$ cat src/hw/sart_pkg.sv
// Constants for the discoverable addressing and reset table block
package sart_pkg;

  // Register byte offsets on the plain register port
  localparam logic [7:0] OFF_CMD = 8'h00;
  localparam logic [7:0] OFF_STAT = 8'h04;
  localparam logic [7:0] OFF_ADDR = 8'h08;
  localparam logic [7:0] OFF_EFF = 8'h0c;
  localparam logic [7:0] OFF_RESP = 8'h10;
  localparam logic [7:0] OFF_TBL_6C = 8'h6c;
  localparam logic [7:0] OFF_TBL_C0 = 8'hc0;

  // Command register fields
  localparam int CMD_OP_LSB = 0;
  localparam int CMD_DAT_LSB = 8;

  // Instruction codes
  localparam logic [7:0] OP_WREN = 8'h06;
  localparam logic [7:0] OP_VWREN = 8'h50;
  localparam logic [7:0] OP_WRSR1 = 8'h01;
  localparam logic [7:0] OP_RDSR1 = 8'h05;
  localparam logic [7:0] OP_RST_EN = 8'h66;
  localparam logic [7:0] OP_RST = 8'h99;
  localparam logic [7:0] OP_ENTER4 = 8'hb7;
  localparam logic [7:0] OP_EXIT4 = 8'he9;
  localparam logic [7:0] OP_RD_EXT = 8'hc8;
  localparam logic [7:0] OP_WR_EXT = 8'hc5;

  // Status register bit positions
  localparam int ST_ADDR4 = 0;
  localparam int ST_ARMED = 1;
  localparam int ST_WEL = 2;
  localparam int ST_VWEL = 3;
  localparam int ST_VACT = 4;
  localparam int ST_EXT_LSB = 8;
  localparam int ST_SR1_LSB = 16;

  // Table contents, lowest byte address in the lowest bits
  localparam logic [6:0] T6C_SR1_KIND = 7'h69;
  localparam logic [0:0] T6C_RSVD7 = 1'h1;
  localparam logic [5:0] T6D_SOFT_RST = 6'h10;
  localparam logic [1:0] T6D_EXIT_LO = 2'h0;
  localparam logic [7:0] T6E_EXIT_HI = 8'hc0;
  localparam logic [7:0] T6F_ENTER = 8'h80;
  localparam logic [7:0] TC0_CMD4_SUP = 8'h00;
  localparam logic [23:0] TC0_UPPER = 24'hffffff;
  localparam logic [31:0] TBL_6C = {T6F_ENTER, T6E_EXIT_HI, T6D_EXIT_LO, T6D_SOFT_RST,
                                    T6C_RSVD7, T6C_SR1_KIND};
  localparam logic [31:0] TBL_C0 = {TC0_UPPER, TC0_CMD4_SUP};

  // Address segmenting: one 128 Mbit segment spans 24 byte address bits
  localparam int SEG_BITS = 24;

  // Reset values
  localparam logic [7:0] EXT_RST = 8'h00;
  localparam logic [7:0] SR1_NV_RST = 8'h00;
  localparam logic [31:0] WORD_RST = 32'h0000_0000;

endpackage : sart_pkg

$ cat src/hw/sart_sr1_if.sv
// Carrier between the core and the status register 1 store
`timescale 1ns/10ps
interface sart_sr1_if;
  logic wr;
  logic [7:0] data;
  logic wel;
  logic vwel;
  logic soft_rst;
  logic [7:0] sr1;
  logic vact;

  modport owner (input wr, input data, input wel, input vwel, input soft_rst,
                 output sr1, output vact);
  modport user (output wr, output data, output wel, output vwel, output soft_rst,
                input sr1, input vact);
endinterface : sart_sr1_if

$ cat src/hw/sart_sr1.sv
// Status register 1 store: non-volatile copy with a volatile override
`timescale 1ns/10ps
module sart_sr1
  import sart_pkg::*;
#(
  parameter logic [7:0] NV_INIT = SR1_NV_RST
) (
  input wire logic clk_sys_i,
  input wire logic rst_i,
  sart_sr1_if.owner bus
);

  typedef struct packed {
    logic [7:0] nv;
    logic [7:0] vol;
    logic vact;
  } sart_sr1_s;

  sart_sr1_s st_q;
  sart_sr1_s st_d;

  // Next state; soft reset drops the override but keeps the NV copy
  always_comb
  begin
    st_d = st_q;
    if (bus.soft_rst)
    begin
      st_d.vact = 1'b0;
    end
    else if (bus.wr && bus.vwel)
    begin
      st_d.vol = bus.data;
      st_d.vact = 1'b1;
    end
    else if (bus.wr && bus.wel)
    begin
      st_d.nv = bus.data;
    end
  end

  // Only rst_i stands for a power cycle; NV_INIT is the programmed value
  always_ff @(posedge clk_sys_i or posedge rst_i)
  begin
    if (rst_i)
    begin
      st_q <= '{nv: NV_INIT, vol: SR1_NV_RST, vact: 1'b0};
    end
    else
    begin
      st_q <= st_d;
    end
  end

  // Override wins once activated
  assign bus.sr1 = st_q.vact ? st_q.vol : st_q.nv;
  assign bus.vact = st_q.vact;
endmodule : sart_sr1

$ cat src/hw/sart_core.sv
// Addressing and reset table block with its command state
//
// Operation
// - Table byte 6Ch bits 6..0 return the fixed pattern for how status register 1 is written.
// - The non-volatile status copy is only written after write enable 06h and is kept over a soft reset.
// - After 50h a status write goes to the volatile copy, which then overrides the NV copy.
// - Reset enable 66h followed by reset 99h restores the default state, leaving 4-byte mode.
// - Table bits 13..8 return the fixed soft reset and rescue pattern.
// - Instruction E9h leaves 4-byte address mode without any write enable.
// - An 8-bit volatile extended address register is read by C8h and written by C5h.
// - In 3-byte mode the extended address register picks the active 128 Mbit segment.
// - Instruction B7h enters 4-byte address mode without any write enable.
// - Table bits 23..14 return the exit methods field as a fixed pattern.
// - Table bits 31..24 return the enter field, with its dedicated instruction set bit.
// - Table byte C0h returns zero in all eight dedicated 4-byte command support bits.
`timescale 1ns/10ps
module sart_core
  import sart_pkg::*;
#(
  parameter logic [7:0] NV_SR1_INIT = SR1_NV_RST
) (
  input wire logic clk_sys_i,
  input wire logic rst_i,
  input wire logic [7:0] addr_i,
  input wire logic [31:0] wdata_i,
  input wire logic wr_i,
  input wire logic rd_i,
  output logic [31:0] rdata_o,
  output logic addr4_o,
  output logic [7:0] ext_addr_o,
  output logic [31:0] eff_addr_o
);

  typedef struct packed {
    logic addr4;
    logic armed;
    logic wel;
    logic vwel;
    logic [7:0] ext;
    logic [7:0] resp;
    logic [31:0] addr_in;
    logic [31:0] eff;
    logic [31:0] rdata;
  } sart_core_s;

  sart_core_s st_q;
  sart_core_s st_d;

  sart_sr1_if sr1_bus ();

  logic cmd_wr;
  logic [7:0] op;
  logic [7:0] dat;
  logic do_soft_rst;
  logic [31:0] status_word;

  // Command decode from a write to the command register
  assign cmd_wr = wr_i && (addr_i == OFF_CMD);
  assign op = wdata_i[CMD_OP_LSB +: 8];
  assign dat = wdata_i[CMD_DAT_LSB +: 8];
  assign do_soft_rst = cmd_wr && (op == OP_RST) && st_q.armed;

  // Status image of the command state
  always_comb
  begin
    status_word = WORD_RST;
    status_word[ST_ADDR4] = st_q.addr4;
    status_word[ST_ARMED] = st_q.armed;
    status_word[ST_WEL] = st_q.wel;
    status_word[ST_VWEL] = st_q.vwel;
    status_word[ST_VACT] = sr1_bus.vact;
    status_word[ST_EXT_LSB +: 8] = st_q.ext;
    status_word[ST_SR1_LSB +: 8] = sr1_bus.sr1;
  end

  // Hooks into the status register store
  assign sr1_bus.wr = cmd_wr && (op == OP_WRSR1);
  assign sr1_bus.data = dat;
  assign sr1_bus.wel = st_q.wel;
  assign sr1_bus.vwel = st_q.vwel;
  assign sr1_bus.soft_rst = do_soft_rst;

  sart_sr1 #(
    .NV_INIT(NV_SR1_INIT)
  ) u_sr1 (
    .clk_sys_i(clk_sys_i),
    .rst_i(rst_i),
    .bus(sr1_bus)
  );

  // Next state: instruction effects, address translation, read mux
  always_comb
  begin
    st_d = st_q;
    // Segment select uses the state before this cycle's commands
    if (st_q.addr4)
    begin
      st_d.eff = st_q.addr_in;
    end
    else
    begin
      st_d.eff = {st_q.ext, st_q.addr_in[SEG_BITS-1:0]};
    end
    if (wr_i && (addr_i == OFF_ADDR))
    begin
      st_d.addr_in = wdata_i;
    end
    if (cmd_wr)
    begin
      // Any command but 66h disarms the reset pair, 99h right after 66h included
      st_d.armed = (op == OP_RST_EN);
      case (op)
        OP_WREN:
        begin
          st_d.wel = 1'b1;
        end
        OP_VWREN:
        begin
          st_d.vwel = 1'b1;
        end
        OP_WRSR1:
        begin
          st_d.wel = 1'b0;
          st_d.vwel = 1'b0;
        end
        OP_RDSR1:
        begin
          st_d.resp = sr1_bus.sr1;
        end
        OP_ENTER4:
        begin
          st_d.addr4 = 1'b1;
        end
        OP_EXIT4:
        begin
          st_d.addr4 = 1'b0;
        end
        OP_WR_EXT:
        begin
          st_d.ext = dat;
        end
        OP_RD_EXT:
        begin
          st_d.resp = st_q.ext;
        end
        OP_RST:
        begin
          if (st_q.armed)
          begin
            // Back to power-on defaults, 3-byte addressing included
            st_d.addr4 = 1'b0;
            st_d.ext = EXT_RST;
            st_d.wel = 1'b0;
            st_d.vwel = 1'b0;
            st_d.resp = EXT_RST;
          end
        end
        default:
        begin
          st_d.armed = st_d.armed;
        end
      endcase
    end
    // Read data stand only in the cycle after the strobe
    st_d.rdata = WORD_RST;
    if (rd_i)
    begin
      case (addr_i)
        OFF_STAT: st_d.rdata = status_word;
        OFF_ADDR: st_d.rdata = st_q.addr_in;
        OFF_EFF: st_d.rdata = st_q.eff;
        OFF_RESP: st_d.rdata = {24'h000000, st_q.resp};
        OFF_TBL_6C: st_d.rdata = TBL_6C;
        OFF_TBL_C0: st_d.rdata = TBL_C0;
        default: st_d.rdata = WORD_RST;
      endcase
    end
  end

  // State register; power-on leaves 3-byte mode and segment zero
  always_ff @(posedge clk_sys_i or posedge rst_i)
  begin
    if (rst_i)
    begin
      st_q <= '{addr4: 1'b0, armed: 1'b0, wel: 1'b0, vwel: 1'b0, ext: EXT_RST,
                resp: EXT_RST, addr_in: WORD_RST, eff: WORD_RST, rdata: WORD_RST};
    end
    else
    begin
      st_q <= st_d;
    end
  end

  assign rdata_o = st_q.rdata;
  assign addr4_o = st_q.addr4;
  assign ext_addr_o = st_q.ext;
  assign eff_addr_o = st_q.eff;
endmodule : sart_core

$ cat config.mk
export PLATFORM = sky130hd
export DESIGN_NAME = sart_core
export DESIGN_NICKNAME = d
export VERILOG_FILES = /design/src/hw/sart_pkg.sv /design/src/hw/sart_sr1_if.sv /design/src/hw/sart_sr1.sv /design/src/hw/sart_core.sv
export SDC_FILE = /design/constraint.sdc
export NUM_CORES = 1
export LEC_CHECK = 0
export ABC_AREA = 1
export BUFFER_PORTS_ARGS = -buffer_cell sky130_fd_sc_hd__buf_2
export CORE_ASPECT_RATIO = 0.7
export CORE_MARGIN = 2
export CORE_UTILIZATION = 54
export CTS_CLUSTER_SIZE = 10
export DETAILED_ROUTE_END_ITERATION = 10
export PLACE_DENSITY = 0.78
export SYNTH_ARGS = -nofsm -noshare
export SYNTH_HDL_FRONTEND = slang
export SYNTH_SLANG_ARGS = --single-unit
$ cat constraint.sdc
create_clock -name clk_sys_i -period 5.7 [get_ports clk_sys_i]
set_input_delay 0.57 -clock clk_sys_i [delete_from_list [all_inputs] [get_ports clk_sys_i]]
set_output_delay 0.57 -clock clk_sys_i [all_outputs]
set_load 0.05 [all_outputs]
==> out/metrics.csv, run 1 <==
stage,metric,value,unit
drt,routedWlPerCell,17.2,um
critical_path,worstSetupPathType,in2reg,
placement,gp_congestion,0.856,
floorplanning,start_util,55.7,%
critical_path,critPathArrivalTime,2.51,ns
clocking,hold_buffers,0,
clocking,clk_pin_slew,0.06,ns
drt,firstDrtPassIters,5,
drt,top_layer_used,met4,
timing,clock_skew,0.0100,ns
critical_path,r2r-start,u_sr1.bus.vact,
placement,hpwl,11.1,mm
critical_path,max_stage_delay,0.52,ns
drt,vias,5209,
critical_path,crit_path_end_kind,flop,
drt,drt.antenna.violating_nets,0,
floorplanning,die_w,136,um
placement,port_buffers,116,
clocking,root_buffer,clkbuf_16,
power_and_ir_drop,total_leakage_power,3.90,nW
global_route,antenna_found_initial,0,
drt,drt-met1-wl,7.42,mm
global_route,track_usage,26.2,%
yosys,syn_nets,792,
yosys,synth-main-ff-cell,dfrtp_1,
global_route,grt_pass1_vias,4859,
global_route,gr-total-overflow,0,
timing,whs,0.293,ns
timing,period_minus_slack,2.20,ns
layout,layout.nets,834,
yosys,synth_edf_count,0,
drt,drt_iter0_drc,472,
clocking,clock_path_buffers,2,
placement,dp.cells,928,
yosys,netlist_area,0.00656,mm^2
flow_run,drv_cap,0,
layout,layout_commonest_cell,nand2_1,
layout,fillers,1000,
floorplanning,pin_count,117,
clocking,cts_tree,done,
timing,tns,0,ns
timing,maxSlewViolCount,0,
layout,drive_gt1_share,25.9,%
drt,drt-total-wl,16.5,mm
critical_path,slowest_stage,inv_2,
hold_path,hp-class,in2async,
critical_path,r2r_end,rdata_o[23],
floorplanning,die_h,96.2,um
timing,rsz0062_at_grt,false,
drt,route.met2.wl,7.19,mm
global_route,grt_pass1_wl,25.6,mm
floorplanning,dieArea,0.0131,mm^2
timing,final-setup-viol-count,0,
placement,dpl_worst_slack,3.16,ns
timing,worstMarginPinSlew,0.865,ns
drt,viasPerCell,5.43,
yosys,syn_area_per_cell,8.77,um^2
yosys,ys_async_sr_fraction,100,%
layout,most-common-layout-cells,"183 x nand2_1, 133 x dfrtp_1, 116 x buf_2",
clocking,cts_inserted_buffers,17,
critical_path,crit_required,6.02,ns
critical_path,r2r_cells,6,
global_route,grt_max_degree,71,
timing,worst_slack,3.50,ns
clocking,cts.sinks,133,
layout,diodes,0,
drt,met3_length,1.64,mm
timing,hold_viol,0,
yosys,yosysSeqAreaShare,50.8,%
yosys,synth_area_leaders,"dfrtp_1 51%, nand2_1 10%, buf_4 8.8%, nand3_1 4.1%, inv_1 3.8%",
critical_path,cp_max_fo,38,
yosys,yosysTopAreaCellShare,50.8,%
clocking,cts_setup_buffers,0,
yosys,synth_top_cell_by_area,dfrtp_1,
critical_path,crit_chain,buf_2 > nor2_2 > nand2_2 > inv_2 > nand3_2 > o21ai_1 > inv_1 > a21oi_1,
yosys,ys_types,32,
yosys,ys_seq_elements,133,
status,outcome,"finished, final reports clean",
clocking,cts_resized,0,
power_and_ir_drop,power_density,318,mW/mm^2
yosys,synthCells,748,
floorplanning,rows,33,
floorplanning,core,0.0118,mm^2
timing,fin_crit_sh,38.5,%
drt,drc,0,
critical_path,rrSetupSlack,3.97,ns
clocking,htree_levels,4,
yosys,yosysWarnings,0,
timing,fmax,0.456,GHz
clocking,clk-insertion-delay-late,0.42,ns
critical_path,crit_path_start_kind,primary input,
timing,max_slew_margin,42.3,%
layout,stdcell_count,959,
power_and_ir_drop,peakVddDrop,0.217,mV
layout,area_growth,11.6,%
[cells by family (layout without fill, tap and decap cells)]
group                  after synthesis  count (layout)  synth area share (%)
AO/OA/AOI/OAI                      102             102                  8.59
buffers and inverters              177             231                  15.2
flip-flops                         133             133                  50.8
multiplexers                        16              16                  2.75
AND/OR/NAND/NOR                    320             320                  22.7
[power breakdown]
part           total, mW  switching, mW  internal [mW]
clock network       1.20          0.412          0.787
logic              0.141          0.108         0.0331
registers          0.984         0.0173          0.967
total               2.32          0.538           1.79
[final cells by class]
cell class / count / area, um^2 / area share, %
well taps: 157 / 196 / 2.69
clock inverters: 12 / 203 / 2.77
inverters: 80 / 304 / 4.16
flip-flops and latches: 133 / 3330 / 45.5
clock buffers: 19 / 443 / 6.05
repair buffers: 120 / 611 / 8.35
multi-input cells: 438 / 2230 / 30.5
[worst max-delay path by stage]
stage                             end  depth (start not counted)       from
after floorplan               addr4_o                          1      rst_i
after global placement    rdata_o[13]                          8  addr_i[5]
after detailed placement   rdata_o[9]                          8  addr_i[5]
after CTS                  rdata_o[9]                          8  addr_i[5]
after global routing       rdata_o[9]                          8  addr_i[5]
final                     rdata_o[15]                          8  addr_i[5]
[metal layers]
layer | vias to the layer above | global-route usage, %
li1 | 2403 | -
met1 | 2532 | 38.8
met2 | 250 | 39.1
met3 | 24 | 6.48
met4 | 0 | 6.25
met5 | - | 0
[flip-flops by register name, indices dropped and copies added, names as in the netlist]
register and cells:
addr4_o 1, sr1_bus.vwel 1, u_sr1.bus.vact 1, u_sr1.st_q 16, ext_addr_o 8, sr1_bus.wel 1
eff_addr_o 32, st_q 41, rdata_o 32
[synthesized netlist by cell type, types with 4 or more instances]
library cell,number
a21oi_1,21
a31oi_1,13
buf_2,13
buf_4,77
clkbuf_1,4
dfrtp_1,133
inv_1,66
inv_2,11
mux2_1,16
nand2_1,183
nand2_2,8
nand3_1,54
nand3_2,5
nand4_1,8
nor2_1,33
nor2_2,11
nor2_4,4
nor3_1,4
o21ai_0,17
o21ai_1,41
o21ai_2,9
[stage by stage]
stage               total power [mW]  instance area, um^2  utilization [%]
finish                          2.32                 7320             62.2
global route                    2.39                 7320             62.2
floorplan                       1.10                 6560                -
CTS                             2.33                 7320             62.2
detailed placement              1.14                 6670             56.7
global placement                1.14                 6670             56.7
[critical path: cells and delay by family]
| family | cells | cell delay [ns] |
|---|---|---|
| compound gates | 2 | 0.46 |
| buf+inv | 3 | 0.72 |
| simple gates | 3 | 0.76 |
(Power assumes the default switching activity.)
==> run 2: changes to the inputs <==
==> constraint.sdc (replaced) <==
create_clock -name clk_sys_i -period 2.2 [get_ports clk_sys_i]
set_input_delay 0.22 -clock clk_sys_i [delete_from_list [all_inputs] [get_ports clk_sys_i]]
set_output_delay 0.22 -clock clk_sys_i [all_outputs]
set_load 0.05 [all_outputs]
==> out/metrics.csv, run 2 (synthesis results as in run 1) <==
stage,metric,value,unit,change
status,outcome,"finished, final reports clean",,
timing,max_slew_margin,55.4,%,+13 points
floorplanning,core,0.0118,mm^2,unchanged
layout,drive_gt1_share,26.5,%,+0.61 points
critical_path,critPathArrivalTime,1.49,ns,-1.02 ns
power_and_ir_drop,peakVddDrop,0.609,mV,+180%
timing,period_minus_slack,1.71,ns,
flow_run,drv_cap,0,,unchanged
timing,tns,0,ns,unchanged
power_and_ir_drop,power_density,787,mW/mm^2,+150%
critical_path,max_stage_delay,0.69,ns,+0.17 ns
drt,drt_iter0_drc,411,,-13%
layout,most-common-layout-cells,"183 x nand2_1, 133 x dfrtp_1, 116 x buf_2",,
placement,port_buffers,116,,unchanged
power_and_ir_drop,total_leakage_power,3.93,nW,+0.77%
critical_path,slowest_stage,dfrtp_1,,
critical_path,crit_path_end_kind,output port,,
clocking,cts_inserted_buffers,17,,unchanged
floorplanning,rows,33,,unchanged
placement,hpwl,11.2,mm,+0.80%
layout,area_growth,12.3,%,
drt,drt.antenna.violating_nets,0,,unchanged
layout,final_core_util,62.6,%,+0.41 points
timing,final-setup-viol-count,0,,unchanged
power_and_ir_drop,pwr-share-comb,6.6,%,+0.5 points
layout,layout_commonest_cell,nand2_1,,
critical_path,worstSetupPathType,reg2out,,
layout,fillers,994,,-0.60%
layout,largest_reg_flops,41,,unchanged
timing,rsz0062_at_grt,false,,
clocking,clk-insertion-delay-late,0.42,ns,about the same
drt,routedWlPerCell,16.5,um,-4.0%
critical_path,cp_max_fo,18,,-53%
critical_path,crit_path_start_kind,flop,,
clocking,htree_levels,4,,unchanged
floorplanning,start_util,55.7,%,unchanged
global_route,gr-total-overflow,0,,unchanged
floorplanning,dieArea,0.0131,mm^2,unchanged
layout,regArea,0.00333,mm^2,unchanged
timing,clock_skew,0.00474,ns,-0.00530 ns
power_and_ir_drop,p_clk_share,49.4,%,-2.2 points
critical_path,path_delay_family,flip-flops,,
power_and_ir_drop,p_int,4.44,mW,+150%
placement,dpl_worst_slack,0.450,ns,-2.71 ns
global_route,grt_max_degree,47,,-34%
clocking,cts.sinks,133,,unchanged
global_route,antenna_found_initial,0,,unchanged
clocking,root_buffer,clkbuf_16,,
clocking,clk_pin_slew,0.05,ns,about the same
power_and_ir_drop,switching_share,23.3,%,+0.20 points
drt,viasPerCell,5.31,,-2.3%
global_route,grt_pass1_vias,4865,,+0.12%
floorplanning,die_h,96.2,um,unchanged
timing,hold_viol,0,,unchanged
timing,worstMarginPinSlew,0.667,ns,-0.198 ns
timing,whs,0.0115,ns,-0.282 ns
power_and_ir_drop,power_switching,1.35,mW,+150%
floorplanning,die_w,136,um,unchanged
timing,fmax,0.585,GHz,
critical_path,crit_required,1.98,ns,-4.04 ns
critical_path,rrSetupSlack,0.80,ns,-3.17 ns
power_and_ir_drop,p_seq_share,44.0,%,+1.7 points
drt,drt-total-wl,15.9,mm,-3.2%
layout,multiInputGateArea,0.00223,mm^2,unchanged
layout,diodes,0,,unchanged
hold_path,hp-class,in2reg,,
critical_path,crit_buf_inv,1,,-2
timing,worst_slack,0.490,ns,-3.01 ns
drt,drc,0,,unchanged
timing,fin_crit_sh,77.7,%,
clocking,cts_setup_buffers,0,,unchanged
clocking,cts_tree,done,,
drt,vias,5134,,-1.4%
timing,maxSlewViolCount,0,,unchanged
critical_path,crit_chain,buf_2,,
drt,firstDrtPassIters,5,,unchanged
clocking,clock_path_buffers,2,,unchanged
layout,regMostFlops,st_q,,
global_route,grt_pass1_wl,25.5,mm,-0.57%
layout,layout.nets,842,,+0.96%
global_route,track_usage,26.2,%,-0.037 points
placement,gp_congestion,0.897,,+4.8%
floorplanning,pin_count,117,,unchanged
## run 2: timing repair
item | in CTS | in global routing
endpoints found under the hold margin | 25 | 0
gates resized for setup | 0 | 0
hold buffers | 1 | 0
## run 2: path summary, 6_finish.rpt
kind / from / endpoint / cells past startpoint
max: addr4_o / addr4_o / 1
min: wdata_i[30] / st_q[94] / 2
max reg2reg: u_sr1.bus.vact / rdata_o[23] / 6
min reg2reg: st_q[86] / eff_addr_o[22] / 0
max in group asynchronous: rst_i / eff_addr_o[21] / 4
min in group asynchronous: rst_i / st_q[84] / 3
## run 2: layout make-up
type | count | area share (%)
Clock inverter | 7 | 1.27
Tap cell | 157 | 2.67
Clock buffer | 24 | 6.95
Timing Repair Buffer | 128 | 9.48
Inverter | 80 | 4.15
Sequential cell | 133 | 45.2
Multi-Input combinational cell | 438 | 30.3
## run 2: power groups by stage
stage	Sequential [mW]	Combinational, mW	Clock [mW]
2_1_floorplan	2.57	0.288	0
3_3_place_gp	2.59	0.375	0
3_5_place_dp	2.59	0.381	0
4_1_cts	2.55	0.385	2.88
5_1_grt	2.55	0.417	2.99
6_report	2.55	0.383	2.86
## run 2: metrics by stage
| stage | total power [mW] | cells | area [um^2] |
|---|---|---|---|
| 3_3_place_gp | 2.96 | 935 | 6750 |
| 4_1_cts | 5.81 | 967 | 7360 |
| 5_1_grt | 5.96 | 967 | 7360 |
| 6_report | 5.79 | 967 | 7360 |
| 2_1_floorplan | 2.86 | 748 | 6560 |
| 3_5_place_dp | 2.97 | 935 | 6750 |
## run 2: metal layers
metal / routed length (um) / track usage [%] / up-vias
li1: - / - / 2417
met1: 7450 / 37.8 / 2495
met2: 7060 / 39.7 / 202
met3: 1230 / 6.11 / 20
met4: 199 / 7.90 / 0
met5: 0 / 0 / -
